File: src/shared/cbg_pkg.sv
package cbg_pkg;

  // Oscillator division that yields one processor clock period.
  localparam int unsigned CLK_DIV      = 9;
  localparam int unsigned DIV_W        = 4;
  // Phase windows inside the nine-count period; the gaps keep them apart.
  localparam logic [3:0]  PHI1_FIRST   = 4'h0;
  localparam logic [3:0]  PHI1_LAST    = 4'h1;
  localparam logic [3:0]  PHI2_FIRST   = 4'h3;
  localparam logic [3:0]  PHI2_LAST    = 4'h7;
  localparam logic [3:0]  DIV_LAST     = 4'h8;

  // Two flip-flops on every pin that comes from the backplane.
  localparam int unsigned SYNC_STAGES  = 2;

  // Processor status word bit positions, as latched at the status strobe.
  localparam int unsigned ST_INT_ACK_STATUS      = 0;
  localparam int unsigned ST_WO_N      = 1;
  localparam int unsigned ST_STACK     = 2;
  localparam int unsigned ST_HLTA      = 3;
  localparam int unsigned ST_OUT       = 4;
  localparam int unsigned ST_M1        = 5;
  localparam int unsigned ST_INP       = 6;
  localparam int unsigned ST_MEMR      = 7;
  localparam logic [7:0]  STATUS_RST   = 8'h00;

  // Decoder select indexes: {io, A11, A10}.
  localparam logic [2:0]  SEL_ROM0     = 3'h0;
  localparam logic [2:0]  SEL_ROM1     = 3'h1;
  localparam logic [2:0]  SEL_ROM2     = 3'h2;
  localparam logic [2:0]  SEL_RAM      = 3'h3;
  localparam logic [2:0]  SEL_SERIAL   = 3'h4;
  localparam logic [2:0]  SEL_BAUD     = 3'h5;
  localparam logic [2:0]  SEL_RTC      = 3'h6;
  localparam logic [2:0]  SEL_STEP     = 3'h7;
  localparam int unsigned ADDR_A10     = 10;
  localparam logic [3:0]  ONBOARD_HIGH = 4'h0;

  // Restart opcode skeleton; the vector number sits in bits 5:3.
  localparam logic [7:0]  RST_BASE     = 8'hC7;

  // Instruction fetches between arming single step and its interrupt.
  localparam logic [1:0]  STEP_FETCHES = 2'h2;

endpackage : cbg_pkg

File: src/rtl/cbg_clkgen.sv
`timescale 1ns/1ps
module cbg_clkgen (
  // Clock and reset.
  input  wire logic clk,
  input  wire logic rst,
  // Two processor clock phases and their rising-edge ticks.
  output logic      phi1,
  output logic      phi2,
  output logic      phi1_rise,
  output logic      phi2_rise
);

  logic [3:0] div_ff;
  logic [3:0] nxt_div;
  logic       phi1_ff;
  logic       phi2_ff;
  logic       p1r_ff;
  logic       p2r_ff;
  wire        div_wrap = (div_ff == cbg_pkg::DIV_LAST);
  wire        p1_win   = (div_ff >= cbg_pkg::PHI1_FIRST) && (div_ff <= cbg_pkg::PHI1_LAST);
  wire        p2_win   = (div_ff >= cbg_pkg::PHI2_FIRST) && (div_ff <= cbg_pkg::PHI2_LAST);

  // Divide by nine; both phases decode the count so they never overlap.
  assign nxt_div = div_wrap ? 4'h0 : div_ff + 4'h1;

  // Phases are registered so the processor sees glitch-free clocks.
  always_ff @(posedge clk) begin
    if (rst) begin
      div_ff  <= 4'h0;
      phi1_ff <= 1'b0;
      phi2_ff <= 1'b0;
      p1r_ff  <= 1'b0;
      p2r_ff  <= 1'b0;
    end else begin
      div_ff  <= nxt_div;
      phi1_ff <= p1_win;
      phi2_ff <= p2_win;
      p1r_ff  <= p1_win && !phi1_ff;
      p2r_ff  <= p2_win && !phi2_ff;
    end
  end

  assign phi1      = phi1_ff;
  assign phi2      = phi2_ff;
  assign phi1_rise = p1r_ff;
  assign phi2_rise = p2r_ff;

endmodule : cbg_clkgen

File: src/rtl/cbg_glue.sv
`timescale 1ns/1ps
module cbg_glue (
  // Clock and reset.
  input  wire logic        clk,
  input  wire logic        rst,
  // Processor side, same clock domain.
  input  wire logic [15:0] cpu_addr,
  input  wire logic [7:0]  cpu_dout,
  input  wire logic        cpu_sync,
  input  wire logic        cpu_dbin,
  input  wire logic        cpu_wr_n,
  output logic [7:0]       cpu_din,
  output logic             cpu_ready,
  output logic             cpu_reset,
  output logic             cpu_int,
  output logic             cpu_phi1,
  output logic             cpu_phi2,
  // Backplane inputs, asynchronous.
  input  wire logic        bp_reset_n,
  input  wire logic        bus_grant,
  input  wire logic        ext_ready,
  input  wire logic        periph_ready,
  input  wire logic        bp_rtc_line,
  input  wire logic [7:0]  bp_int_req,
  input  wire logic [7:0]  bp_din,
  // Backplane outputs.
  output logic             power_on_clear,
  output logic [7:0]       bp_status,
  output logic             bp_phi1,
  output logic             bp_phi2,
  output logic             bp_sync,
  output logic             bp_dbin,
  output logic             bp_wr_n,
  output logic             status_strobe,
  // On-board selects.
  output logic             onboard_select_n,
  output logic             rom_select_0,
  output logic             rom_select_1,
  output logic             rom_select_2,
  output logic             ram_select,
  output logic             port_select_serial,
  output logic             port_select_baud,
  output logic             port_select_rtc,
  output logic             port_select_step,
  output logic             serial_reg_sel,
  // Local interrupt sources.
  output logic             rtc_int,
  output logic             step_int
);

  localparam int unsigned NSYNC = 21;

  logic             phi1_w;
  logic             phi2_w;
  logic             phi1_rise;
  logic             phi2_rise;

  // Phase generator.
  cbg_clkgen u_clkgen (
    .clk       (clk),
    .rst       (rst),
    .phi1      (phi1_w),
    .phi2      (phi2_w),
    .phi1_rise (phi1_rise),
    .phi2_rise (phi2_rise)
  );

  // Two-stage synchronisers for every backplane input, one per bit.
  wire  [NSYNC-1:0] async_in = {bp_reset_n, bus_grant, ext_ready, periph_ready,
                                bp_rtc_line, bp_int_req, bp_din};
  logic [NSYNC-1:0] meta_ff;
  logic [NSYNC-1:0] sync_ff;

  genvar gi;
  generate
    for (gi = 0; gi < NSYNC; gi++) begin : g_sync
      always_ff @(posedge clk) begin
        if (rst) begin
          meta_ff[gi] <= 1'b0;
          sync_ff[gi] <= 1'b0;
        end else begin
          meta_ff[gi] <= async_in[gi];
          sync_ff[gi] <= meta_ff[gi];
        end
      end
    end
  endgenerate

  wire       s_reset_n = sync_ff[20];
  wire       s_grant   = sync_ff[19];
  wire       s_ext_ready    = sync_ff[18];
  wire       s_periph_ready    = sync_ff[17];
  wire       s_rtc     = sync_ff[16];
  wire [7:0] s_req     = sync_ff[15:8];
  wire [7:0] s_din     = sync_ff[7:0];

  // Power-on clear follows the backplane reset line, taken at phase one.
  logic poc_ff;
  logic cpu_reset_ff;
  wire  nxt_poc  = !s_reset_n;
  wire  glue_rst = rst || poc_ff;

  always_ff @(posedge clk) begin
    if (rst) begin
      poc_ff       <= 1'b1;
      cpu_reset_ff <= 1'b1;
    end else if (phi1_rise) begin
      poc_ff       <= nxt_poc;
      cpu_reset_ff <= nxt_poc;
    end
  end

  // Status strobe fires once, at the phase-one edge in the first state.
  logic       stb_ff;
  logic [7:0] status_ff;
  wire        nxt_stb = phi1_rise && cpu_sync;

  always_ff @(posedge clk) begin
    if (glue_rst) begin
      stb_ff    <= 1'b0;
      status_ff <= cbg_pkg::STATUS_RST;
    end else begin
      stb_ff <= nxt_stb;
      if (nxt_stb) begin
        status_ff <= cpu_dout;
      end
    end
  end

  // Cycle type from the held status; decoder enables from it and the high address bits.
  wire       st_int_ack_status  = status_ff[cbg_pkg::ST_INT_ACK_STATUS];
  wire       io_cycle = status_ff[cbg_pkg::ST_INP] || status_ff[cbg_pkg::ST_OUT];
  wire       onboard  = (cpu_addr[15:12] == cbg_pkg::ONBOARD_HIGH);
  wire       dec_en   = onboard && !st_int_ack_status;
  wire [2:0] dec_idx  = {io_cycle, cpu_addr[cbg_pkg::ADDR_A10+1], cpu_addr[cbg_pkg::ADDR_A10]};
  wire       dbin_act = cpu_dbin;

  // One-hot decode; the io bit in the index keeps ports and memory apart.
  wire hit_rom0   = dec_en && (dec_idx == cbg_pkg::SEL_ROM0);
  wire hit_rom1   = dec_en && (dec_idx == cbg_pkg::SEL_ROM1);
  wire hit_rom2   = dec_en && (dec_idx == cbg_pkg::SEL_ROM2);
  wire hit_ram    = dec_en && (dec_idx == cbg_pkg::SEL_RAM);
  wire hit_serial = dec_en && (dec_idx == cbg_pkg::SEL_SERIAL);
  wire hit_baud   = dec_en && (dec_idx == cbg_pkg::SEL_BAUD);
  wire hit_rtc    = dec_en && (dec_idx == cbg_pkg::SEL_RTC);
  wire hit_step   = dec_en && (dec_idx == cbg_pkg::SEL_STEP);

  // ROM selects are only for reads, so a stray write cannot drive the bus.
  wire nxt_rom0 = hit_rom0 && dbin_act;
  wire nxt_rom1 = hit_rom1 && dbin_act;
  wire nxt_rom2 = hit_rom2 && dbin_act;

  logic rom0_ff;
  logic rom1_ff;
  logic rom2_ff;
  logic ram_ff;
  logic ps_serial_ff;
  logic ps_baud_ff;
  logic ps_rtc_ff;
  logic ps_step_ff;
  logic a0_ff;
  logic onboard_select_n_n_ff;

  // Selects are registered; they trail the address by one fast clock.
  always_ff @(posedge clk) begin
    if (glue_rst) begin
      rom0_ff      <= 1'b0;
      rom1_ff      <= 1'b0;
      rom2_ff      <= 1'b0;
      ram_ff       <= 1'b0;
      ps_serial_ff <= 1'b0;
      ps_baud_ff   <= 1'b0;
      ps_rtc_ff    <= 1'b0;
      ps_step_ff   <= 1'b0;
      a0_ff        <= 1'b0;
      onboard_select_n_n_ff    <= 1'b1;
    end else begin
      rom0_ff      <= nxt_rom0;
      rom1_ff      <= nxt_rom1;
      rom2_ff      <= nxt_rom2;
      ram_ff       <= hit_ram;
      ps_serial_ff <= hit_serial;
      ps_baud_ff   <= hit_baud;
      ps_rtc_ff    <= hit_rtc;
      ps_step_ff   <= hit_step;
      a0_ff        <= cpu_addr[0];
      onboard_select_n_n_ff    <= !onboard;
    end
  end

  // Write start is the falling edge of the write strobe.
  logic wr_n_d_ff;
  logic dbin_d_ff;
  wire  wr_start = wr_n_d_ff && !cpu_wr_n;
  wire  dbin_end = dbin_d_ff && !cpu_dbin;

  always_ff @(posedge clk) begin
    if (glue_rst) begin
      wr_n_d_ff <= 1'b1;
      dbin_d_ff <= 1'b0;
    end else begin
      wr_n_d_ff <= cpu_wr_n;
      dbin_d_ff <= cpu_dbin;
    end
  end

  // A set wins over a clear; in reset the delay follows the line, so no false edge.
  logic rtc_d_ff;
  logic rtc_int_ff;
  wire  rtc_edge  = s_rtc && !rtc_d_ff;
  wire  rtc_clear = wr_start && hit_rtc;

  always_ff @(posedge clk) begin
    if (glue_rst) begin
      rtc_d_ff   <= s_rtc;
      rtc_int_ff <= 1'b0;
    end else begin
      rtc_d_ff <= s_rtc;
      if (rtc_edge) begin
        rtc_int_ff <= 1'b1;
      end else if (rtc_clear) begin
        rtc_int_ff <= 1'b0;
      end
    end
  end

  // Single step counts fetch strobes after arming, then interrupts.
  logic       step_arm_ff;
  logic [1:0] step_cnt_ff;
  logic       step_int_ff;
  wire        step_wr    = wr_start && hit_step;
  wire        fetch_stb  = nxt_stb && cpu_dout[cbg_pkg::ST_M1];
  wire        step_done  = dbin_end && st_int_ack_status && step_int_ff;
  wire [1:0]  nxt_cnt    = step_cnt_ff + 2'h1;
  wire        cnt_reach  = fetch_stb && (nxt_cnt == cbg_pkg::STEP_FETCHES);

  always_ff @(posedge clk) begin
    if (glue_rst || step_done) begin
      step_arm_ff <= 1'b0;
      step_cnt_ff <= 2'h0;
      step_int_ff <= 1'b0;
    end else if (step_wr) begin
      step_arm_ff <= 1'b1;
      step_cnt_ff <= 2'h0;
    end else if (step_arm_ff && !step_int_ff && fetch_stb) begin
      step_cnt_ff <= nxt_cnt;
      step_int_ff <= cnt_reach;
    end
  end

  // Priority encoder: highest request wins, vector n gives restart n.
  logic [2:0] enc_vec;
  logic       enc_any;
  always_comb begin
    enc_vec = 3'h0;
    enc_any = 1'b0;
    for (int i = 0; i < 8; i++) begin
      if (s_req[i]) begin
        enc_vec = 3'(i);
        enc_any = 1'b1;
      end
    end
  end

  // Armed single step masks the encoder so its own interrupt is next.
  wire       enc_on   = enc_any && !step_arm_ff;
  wire [7:0] rst_op   = cbg_pkg::RST_BASE | {2'b00, enc_vec, 3'b000};
  wire [7:0] nxt_din  = (st_int_ack_status && enc_on) ? rst_op : s_din;
  wire       nxt_int  = enc_on || step_int_ff;

  // Ready: on-board never waits; off-board waits for grant and both readies.
  wire       ready_cond = !onboard ? (s_grant && s_ext_ready && s_periph_ready) : 1'b1;

  logic       ready_ff;
  logic [7:0] din_ff;
  logic       int_ff;

  always_ff @(posedge clk) begin
    if (glue_rst) begin
      ready_ff <= 1'b0;
      din_ff   <= 8'h00;
      int_ff   <= 1'b0;
    end else begin
      if (phi2_rise) begin
        ready_ff <= ready_cond;
      end
      din_ff <= nxt_din;
      int_ff <= nxt_int;
    end
  end

  // Backplane copies of clocks and strobes, plus processor clock copies; one fast clock late.
  logic       phi1_bp_ff;
  logic       phi2_bp_ff;
  logic       sync_bp_ff;
  logic       dbin_bp_ff;
  logic       wr_n_bp_ff;
  logic       phi1_cpu_ff;
  logic       phi2_cpu_ff;

  always_ff @(posedge clk) begin
    if (rst) begin
      phi1_bp_ff  <= 1'b0;
      phi2_bp_ff  <= 1'b0;
      phi1_cpu_ff <= 1'b0;
      phi2_cpu_ff <= 1'b0;
      sync_bp_ff  <= 1'b0;
      dbin_bp_ff  <= 1'b0;
      wr_n_bp_ff  <= 1'b1;
    end else begin
      phi1_bp_ff  <= phi1_w;
      phi2_bp_ff  <= phi2_w;
      phi1_cpu_ff <= phi1_w;
      phi2_cpu_ff <= phi2_w;
      sync_bp_ff  <= cpu_sync;
      dbin_bp_ff  <= cpu_dbin;
      wr_n_bp_ff  <= cpu_wr_n;
    end
  end

  // Port connections.
  assign cpu_din            = din_ff;
  assign cpu_ready          = ready_ff;
  assign cpu_reset          = cpu_reset_ff;
  assign cpu_int            = int_ff;
  assign cpu_phi1           = phi1_cpu_ff;
  assign cpu_phi2           = phi2_cpu_ff;
  assign power_on_clear     = poc_ff;
  assign bp_status          = status_ff;
  assign bp_phi1            = phi1_bp_ff;
  assign bp_phi2            = phi2_bp_ff;
  assign bp_sync            = sync_bp_ff;
  assign bp_dbin            = dbin_bp_ff;
  assign bp_wr_n            = wr_n_bp_ff;
  assign status_strobe      = stb_ff;
  assign onboard_select_n   = onboard_select_n_n_ff;
  assign rom_select_0       = rom0_ff;
  assign rom_select_1       = rom1_ff;
  assign rom_select_2       = rom2_ff;
  assign ram_select         = ram_ff;
  assign port_select_serial = ps_serial_ff;
  assign port_select_baud   = ps_baud_ff;
  assign port_select_rtc    = ps_rtc_ff;
  assign port_select_step   = ps_step_ff;
  assign serial_reg_sel     = a0_ff;
  assign rtc_int            = rtc_int_ff;
  assign step_int           = step_int_ff;

endmodule : cbg_glue

File: config.mk
export PLATFORM = sky130hd
export DESIGN_NAME = cbg_glue
export DESIGN_NICKNAME = d
export VERILOG_FILES = /design/src/shared/cbg_pkg.sv /design/src/rtl/cbg_clkgen.sv /design/src/rtl/cbg_glue.sv
export SDC_FILE = /design/constraint.sdc
export NUM_CORES = 1
export LEC_CHECK = 0
export BUFFER_PORTS_ARGS = -buffer_cell sky130_fd_sc_hd__buf_2
export CAP_MARGIN = 30
export CORE_MARGIN = 2
export CORE_UTILIZATION = 54
export DETAILED_ROUTE_END_ITERATION = 6
export PLACE_DENSITY = 0.93
export SYNTH_ARGS = -nofsm -noshare
export SYNTH_HDL_FRONTEND = slang
export SYNTH_SLANG_ARGS = --single-unit
File: constraint.sdc
create_clock -name clk -period 1.7 [get_ports clk]
set_input_delay 0.34 -clock clk [delete_from_list [all_inputs] [get_ports clk]]
set_output_delay 0.34 -clock clk [all_outputs]
set_load 0.05 [all_outputs]
==> results of run 1 <==
## metrics by stage
stage	utilization, %	hold WS [ns]	std cells
floorplan	-	0.332	284
global placement	65.8	0.340	426
detailed placement	65.8	0.351	426
CTS	70.0	0.177	441
global route	70.0	0.182	441
finish	70.0	0.194	441
## sequential cells by signal (all words and copies together) (netlist names), 2 cells and up
name	cells
s_req	8
cpu_din	8
s_din	8
u_clkgen.div_ff	4
bp_status	8
meta_ff	21
step_cnt_ff	2
## cell type report
| class | count | area (um2) | area share (%) |
|---|---|---|---|
| Tap cell | 70 | 87.6 | 2.41 |
| Sequential cell | 93 | 1860 | 51.1 |
| Inverter | 6 | 22.5 | 0.619 |
| Clock inverter | 4 | 72.6 | 1.99 |
| Timing Repair Buffer | 86 | 445 | 12.2 |
| Multi-Input combinational cell | 171 | 1010 | 27.7 |
| Clock buffer | 11 | 141 | 3.88 |
## cell families after synthesis
family          count (synthesis)
compound gates                 30
simple gates                  134
buf+inv                        20
mux                             1
flops                          93
xor+xnor                        2
fa+ha+maj                       4
## placed cells by master (no fill, tap or decap), types with 4 or more instances in the layout
master	n
nor2b_1	46
inv_1	6
clkbuf_8	10
dfxtp_1	93
a21oi_1	14
o21ai_0	5
nand2_1	25
nor3_1	7
nand2b_1	6
buf_4	6
nor2_1	32
buf_2	80
ha_1	4
## cells in the mapped netlist (all sizes together)
master and number:
o21a 1, a31oi 2, xnor2 2, o21bai 1, mux2i 1, nand2 25
nor3b 2, or3 2, nor2b 46, buf 7, o21ba 1, or2 2
dfxtp 93, nor3 9, a21oi 15, nand4b 1, nand4 1, a41oi 1
and2 2, a211oi 3, o21ai 6, nand3 1, nand2b 6, inv 6
nor2 32, clkbuf 7, nor4 5, ha 4
## where the power goes
part / switching (uW) / internal, uW
logic: 140 / 110
registers: 31.2 / 2250
clock network: 692 / 858
## worst register-to-register path, delay by kind of cell, from the launching register on
| kind | cells | cell delay, ns |
|---|---|---|
| AND/OR/NAND/NOR | 1 | 0.10 |
| flip-flops | 1 | 0.46 |
| AO/OA/AOI/OAI | 3 | 0.71 |
## routing by layer
metal	vias to the layer above	global-route usage, %
met5	-	0
met4	0	11.9
met3	13	4.02
met1	930	20.7
met2	65	29.2
li1	1079	-
## worst max-delay path by stage
stage / end / start / cells past startpoint / slack, ns
final: step_int / step_int / 1 / 0.22
after global routing: bp_status[0] / bp_status[0] / 1 / 0.18
after global placement: step_int / cpu_addr[13] / 5 / 0.32
after CTS: step_int / step_int / 1 / 0.21
after detailed placement: step_int / cpu_addr[13] / 5 / 0.25
after floorplan: cpu_din[0] / cpu_reset / 4 / 0.27
==> results.sh, run 1 <==
export IMPL_status="completed"
export IMPL_clk_pin_slew_ns=0.08
export IMPL_n_antenna_cell=0
export IMPL_cts_path_max_buffers=2
export IMPL_relSlewSlack_pct=69.5
export IMPL_synth_compound_area_share_pct=6.36
export IMPL_period_minus_slack_ns=1.48
export IMPL_die_area_um2=6110
export IMPL_grt_ovfl_total=0
export IMPL_ys_ff_latch=93
export IMPL_hpwl_um=3660
export IMPL_place_congestion=0.778
export IMPL_synth_adder_area_share_pct=1.69
export IMPL_cp_cell_sequence="buf_2"
export IMPL_synth_area_leader_cell="dfxtp_1"
export IMPL_first_iter_violations=76
export IMPL_clock_latency_ns=0.35
export IMPL_first_pass_iters=4
export IMPL_min_path_cells=2
export IMPL_grt_max_degree=40
export IMPL_timing_rr_end="cpu_din[3]"
export IMPL_hold_viol=0
export IMPL_fp_row_count=26
export IMPL_setup_violations=0
export IMPL_worst_slew_pin_slew_ns=0.458
export IMPL_antenna_found_initial=0
export IMPL_wl_met3_um=288
export IMPL_hold_class="input port to flop"
export IMPL_reg2regPathDepth=4
export IMPL_placed_area_um2=3430
export IMPL_min_to="meta_ff[11]"
export IMPL_area_growth_pct=22.6
export IMPL_start_kind="flop"
export IMPL_cpPeakStageDelay_ns=0.47
export IMPL_grt_total_usage_pct=17.7
export IMPL_synth_area_leaders="dfxtp_1 (63%), nor2b_1 (9.7%), nor2_1 (4.0%)"
export IMPL_io_pins=90
export IMPL_nFillCells=413
export IMPL_post_cts_setup_buffer_count=0
export IMPL_routed_wl_met2_um=2430
export IMPL_finalPower_uw=4080
export IMPL_synth_xor_area_share_pct=0.590
export IMPL_skew_ns=0.00741
export IMPL_core_um2=5200
export IMPL_synthCells=284
export IMPL_die_w_um=78.2
export IMPL_synth_top_area_share_pct=62.7
export IMPL_port_buffers=80
export IMPL_syn_cell_area_um2=2970
export IMPL_fin_setup_tns_ns=0
export IMPL_cp_max_fo=5
export IMPL_path_buf_inv=1
export IMPL_rsz0062_at_grt="no"
export IMPL_holdBufCountCts=0
export IMPL_synth_nets=338
export IMPL_fin_crit_sh_pct=87.0
export IMPL_maxCapViolations=0
export IMPL_worstSetupEndpointType="output pin"
export IMPL_avgSynthCellArea_um2=10.5
export IMPL_fin_nets=421
export IMPL_p_leak_uw=0.00155
export IMPL_fmax_ghz=0.676
export IMPL_vias_per_cell=4.73
export IMPL_wire_per_inst_um=11.4
export IMPL_arrival_ns=1.14
export IMPL_h_tree_depth=3
export IMPL_reg2reg_slack_ns=0.36
export IMPL_top_layer_used="met4"
export IMPL_synth_top_family_by_area="simple AND/OR/NAND/NOR gates"
export IMPL_drc=0
export IMPL_wirelength_um=5030
export IMPL_required_ns=1.36
export IMPL_wl_met1_um=2170
export IMPL_grt_pass1_vias=1878
export IMPL_yosys_warnings=0
export IMPL_initial_core_util_pct=57.0
export IMPL_fin_area_um2=3640
export IMPL_cellPowerDensity_nw_per_um2=1120
export IMPL_cts_resized=0
export IMPL_die_y_um=78.2
export IMPL_synth_seq_area_share_pct=62.7
export IMPL_worstHoldStart="bp_int_req[3]"
export IMPL_maxSlewViolCount=0
export IMPL_slowest_stage="dfxtp_1"
export IMPL_cts_tree="done"
export IMPL_yosys_area_share_simple_pct=25.0
export IMPL_root_buffer="clkbuf_8"
export IMPL_grt_pass1_wl_um=8290
export IMPL_synthMuxAreaShare_pct=0.337
export IMPL_path_class="flop to output pin"
export IMPL_setup_ws_ns=0.221
export IMPL_cp_top_family="flip-flops"
export IMPL_preCtsSetupSlack_ns=0.251
export IMPL_vdd_ir_drop_max_mv=0.664
export IMPL_rr_startpoint="bp_status[0]"
export IMPL_final_layout_size_suffix_gt1_share_pct=29.6
export IMPL_vias=2087
export IMPL_cts_sinks=93
export IMPL_cts_inserted_buffers=9
export IMPL_drtAntennaViolNets=0
export IMPL_synthDistinctLibCells=35
No activity file was read; power rests on OpenSTA's default activity.
==> inputs of run 2 (changes only) <==
Settings changed: CORE_UTILIZATION 54 to 50, PLACE_DENSITY 0.93 to 0.88.
Clock period 1.7 ns to 1.49 ns, I/O delays scaled along.
==> run 2 against run 1 <==
  * Register-to-register slack lost 0.18 ns
  * Non-clock buffer count is 1 higher
  * Final cell count is 1.6% higher
  * Worst hold slack lost 0.049 ns
  * Clock skew barely moved
  * Sequential power is 14% higher
  * Setup slack worse by 0.15 ns
  * Clock power up 10%
  * Power increased by 13%
  * Wire length increased by 1.1%
==> results.sh, run 2 (same netlist as run 1, synthesis figures left out) <==
export IMPL_skew_ns=0.00729
export IMPL_finalPower_uw=4600
export IMPL_cp_cell_sequence="buf_2"
export IMPL_final_layout_size_suffix_gt1_share_pct=30.0
export IMPL_io_pins=90
export IMPL_vdd_ir_drop_max_mv=0.824
export IMPL_period_minus_slack_ns=1.42
export IMPL_port_buffers=80
export IMPL_clk_pin_slew_ns=0.08
export IMPL_drtAntennaViolNets=0
export IMPL_cts_resized=0
export IMPL_grt_pass1_vias=1854
export IMPL_status="completed"
export IMPL_layout_common_cells="dfxtp_1 (93), buf_2 (80), nor2b_1 (46), nor2_1 (32), nand2_1 (25)"
export IMPL_place_congestion=0.840
export IMPL_die_area_um2=6570
export IMPL_grt_total_usage_pct=16.6
export IMPL_preCtsSetupSlack_ns=0.102
export IMPL_die_w_um=81.1
export IMPL_wirelength_um=5090
export IMPL_fin_area_um2=3660
export IMPL_worst_slew_pin_slew_ns=0.361
export IMPL_vias=2053
export IMPL_wire_per_inst_um=11.4
export IMPL_cp_max_fo=5
export IMPL_fmax_ghz=0.705
export IMPL_arrival_ns=1.12
export IMPL_grt_ovfl_total=0
export IMPL_worstSetupEndpointType="output pin"
export IMPL_cts_sinks=93
export IMPL_hpwl_um=3650
export IMPL_worstHoldStart="cpu_addr[0]"
export IMPL_path_class="flop to output pin"
export IMPL_cts_tree="done"
export IMPL_fp_row_count=28
export IMPL_first_pass_iters=4
export IMPL_cpPeakStageDelay_ns=0.46
export IMPL_holdBufCountCts=0
export IMPL_cts_inserted_buffers=9
export IMPL_required_ns=1.19
export IMPL_n_antenna_cell=0
export IMPL_setup_violations=0
export IMPL_hold_viol=0
export IMPL_start_kind="flop"
export IMPL_initial_core_util_pct=51.1
export IMPL_cts_path_max_buffers=2
export IMPL_root_buffer="clkbuf_8"
export IMPL_grt_pass1_wl_um=8090
export IMPL_area_growth_pct=23.3
export IMPL_relSlewSlack_pct=75.9
export IMPL_setup_ws_ns=0.0720
export IMPL_rr_startpoint="cpu_reset"
export IMPL_crit_start="step_int"
export IMPL_path_buf_inv=1
export IMPL_drc=0
export IMPL_cellPowerDensity_nw_per_um2=1260
export IMPL_largest_reg_flops=21
export IMPL_largest_register="meta_ff"
export IMPL_maxCapViolations=0
export IMPL_post_cts_setup_buffer_count=0
export IMPL_hold_class="input port to flop"
export IMPL_final_util_pct=62.9
export IMPL_grt_max_degree=40
export IMPL_core_um2=5820
export IMPL_final_common_cell="dfxtp_1"
export IMPL_cp_top_family="flip-flops"
export IMPL_first_iter_violations=56
export IMPL_fin_setup_tns_ns=0
export IMPL_die_y_um=81.1
export IMPL_vias_per_cell=4.58
export IMPL_p_leak_uw=0.00156
export IMPL_fin_crit_sh_pct=95.2
export IMPL_antenna_found_initial=0
export IMPL_placed_area_um2=3440
export IMPL_rsz0062_at_grt="no"
export IMPL_fin_nets=422
export IMPL_clock_latency_ns=0.35
export IMPL_h_tree_depth=3
export IMPL_maxSlewViolCount=0
export IMPL_slowest_stage="dfxtp_1"
## run 2: cell types whose count changed in the layout (fill, tap and decap cells not counted), sizes merged
cell / delta
bufinv: -1
buf: +1
clkbuf: +2
## run 2: path summary, 6_finish.rpt
check / endpoint / depth (start not counted) / slack (ns)
max: step_int / 1 / 0.07
min: serial_reg_sel / 2 / 0.14
max reg2reg: step_cnt_ff[1] / 4 / 0.18
min reg2reg: rtc_d_ff / 0 / 0.36
## run 2: routing by layer
metal	up-vias	part of all wire (%)	global-route usage (%)
li1	1075	-	-
met1	896	43	18.8
met3	10	7.5	4.89
met4	0	2.4	10.3
met2	72	47	27.5
met5	-	0	0
## run 2: stage by stage
| stage | hold WS [ns] | std cells |
|---|---|---|
| after floorplan | 0.332 | 284 |
| after global placement | 0.339 | 432 |
| after detailed placement | 0.345 | 432 |
| after CTS | 0.134 | 448 |
| after global routing | 0.132 | 448 |
| final | 0.145 | 448 |
## run 2: report_power, final
part	leakage (uW)	switching [uW]	internal [uW]
Clock	0.000106	800	911
Sequential	0.000761	36.2	2560
Combinational	0.000692	162	126
Total	0.00156	999	3600
## run 2: final cells by class
cell class,instances,area (um2)
well taps,75,93.8
repair buffers,87,453
multi-input cells,171,1020
inverters,6,22.5
flip-flops and latches,93,1860
fillers,483,2160
clock buffers,13,169
clock inverters,3,42.5
==> inputs of run 3 (changes only) <==
Settings changed: RECOVER_POWER from default to 100.
==> run 3 against run 2 <==
  * Design area fell by 0.31%
  * Setup slack worse by 0.0024 ns
  * Combinational power about the same
  * Wire length decreased by 0.35%
  * Largest power group unchanged
==> results.sh, run 3 (same netlist as run 1, synthesis figures left out) <==
export IMPL_min_to="serial_reg_sel"
export IMPL_post_cts_setup_buffer_count=0
export IMPL_hold_viol=0
export IMPL_reg2regPathDepth=4
export IMPL_swShare_pct=21.7
export IMPL_cpPeakStageDelay_ns=0.45
export IMPL_hpwl_um=3650
export IMPL_cts_tree="done"
export IMPL_min_path_cells=2
export IMPL_grt_total_usage_pct=16.6
export IMPL_grt_pass1_vias=1854
export IMPL_cts_inserted_buffers=9
export IMPL_fin_crit_sh_pct=95.3
export IMPL_required_ns=1.19
export IMPL_root_buffer="clkbuf_8"
export IMPL_path_class="flop to output pin"
export IMPL_p_switching_uw=998
export IMPL_cellPowerDensity_nw_per_um2=1260
export IMPL_layout_common_cells="dfxtp_1 (93), nor2b_1 (46), buf_2 (41), clkbuf_2 (40), nor2_1 (32)"
export IMPL_cts_sinks=93
export IMPL_place_congestion=0.840
export IMPL_drtAntennaViolNets=0
export IMPL_combPwrFrac_pct=6.2
export IMPL_die_area_um2=6570
export IMPL_dp_cells=432
export IMPL_largest_reg_flops=21
export IMPL_final_common_cell="dfxtp_1"
export IMPL_start_kind="flop"
export IMPL_rsz0062_at_grt="no"
export IMPL_vdd_ir_drop_max_mv=0.824
export IMPL_layout_cells_non_filler=448
export IMPL_wirelength_um=5070
export IMPL_setup_violations=0
export IMPL_reg2reg_slack_ns=0.17
export IMPL_first_iter_violations=53
export IMPL_fin_area_um2=3650
export IMPL_wire_per_inst_um=11.3
export IMPL_vias_per_cell=4.60
export IMPL_fin_hold_ws_ns=0.145
export IMPL_status="completed"
export IMPL_die_y_um=81.1
export IMPL_core_um2=5820
export IMPL_die_w_um=81.1
export IMPL_maxSlewViolCount=0
export IMPL_cp_cell_sequence="clkbuf_2"
export IMPL_cp_top_family="flip-flops"
export IMPL_fmax_ghz=0.704
export IMPL_vias=2062
export IMPL_h_tree_depth=3
export IMPL_port_buffers=80
export IMPL_maxCapViolations=0
export IMPL_antenna_found_initial=0
export IMPL_timing_rr_end="step_cnt_ff[1]"
export IMPL_clk_pin_slew_ns=0.08
export IMPL_initial_core_util_pct=51.1
export IMPL_skew_ns=0.00880
export IMPL_area_growth_pct=22.9
export IMPL_first_pass_iters=4
export IMPL_arrival_ns=1.12
export IMPL_drc=0
export IMPL_fp_row_count=28
export IMPL_largest_register="meta_ff"
export IMPL_final_layout_size_suffix_gt1_share_pct=29.2
export IMPL_slowest_stage="dfxtp_1"
export IMPL_rr_startpoint="cpu_reset"
export IMPL_cts_path_max_buffers=2
export IMPL_worstHoldStart="cpu_addr[0]"
export IMPL_fin_setup_tns_ns=0
export IMPL_grt_ovfl_total=0
export IMPL_relSlewSlack_pct=47.8
export IMPL_placed_area_um2=3440
export IMPL_io_pins=90
export IMPL_seqPwrFrac_pct=56.6
export IMPL_hold_class="input port to flop"
export IMPL_period_minus_slack_ns=1.42
export IMPL_cp_max_fo=5
export IMPL_worst_slew_pin_slew_ns=0.783
export IMPL_clock_latency_ns=0.35
export IMPL_finalPower_uw=4600
export IMPL_clkPwrFrac_pct=37.2
export IMPL_p_leak_uw=0.00153
export IMPL_n_antenna_cell=0
export IMPL_grt_max_degree=40
export IMPL_path_buf_inv=1
export IMPL_grt_pass1_wl_um=8090
export IMPL_p_int_uw=3600
export IMPL_fin_nets=422
export IMPL_worstSetupEndpointType="output pin"
[run 3: cell types whose count changed in the layout (fill, tap and decap cells not counted)]
cell | previous run | this run
and2_0 | 0 | 1
and2_1 | 2 | 1
buf_2 | 80 | 41
buf_4 | 7 | 5
clkbuf_1 | 1 | 2
clkbuf_2 | 0 | 40
nor3_1 | 7 | 8
nor3_2 | 2 | 1
o21ba_1 | 0 | 1
o21ba_2 | 1 | 0
[run 3: per-layer routing]
metal | global-route usage, % | share of wire (%) | vias to the layer above
met4 | 10.3 | 2.4 | 0
li1 | - | - | 1077
met2 | 27.5 | 47 | 64
met1 | 18.8 | 44 | 911
met5 | 0 | 0 | -
met3 | 4.89 | 6.7 | 10
[run 3: how the worst max path moves through the flow]
stage                               to          from  cells after the start
detailed placement  port_select_serial           rst                      5
floorplan                   cpu_din[0]     cpu_reset                      4
global route                  step_int      step_int                      1
CTS                       bp_status[0]  bp_status[0]                      1
global placement    port_select_serial           rst                      5
finish                        step_int      step_int                      1
[run 3: through the flow]
step	util [%]	setup WS, ns
floorplan	-	0.0609
global placement	59.2	0.131
detailed placement	59.2	0.102
CTS	62.8	0.0758
global route	62.7	0.0193
finish	62.7	0.0697
[run 3: layout make-up]
class / instances / area [um2]
timing repair buffer: 87 / 447
clock buffer: 13 / 169
inverter: 6 / 22.5
clock inverter: 3 / 42.5
fill: 485 / 2170
multi-input combinational: 171 / 1010
sequential: 93 / 1860
tap: 75 / 93.8
[run 3: what timing repair did]
item                       in CTS  in global routing
gates resized for setup         0                  1
hold buffers                    0                  0
setup endpoints to repair       0                  1
[run 3: power by group through the flow]
stage | sequential, uW | clock, uW | combinational [uW]
after global routing | 2610 | 1850 | 317
after detailed placement | 2660 | 0 | 290
after floorplan | 2680 | 0 | 159
after global placement | 2660 | 0 | 280
after CTS | 2600 | 1750 | 291
final | 2600 | 1710 | 286
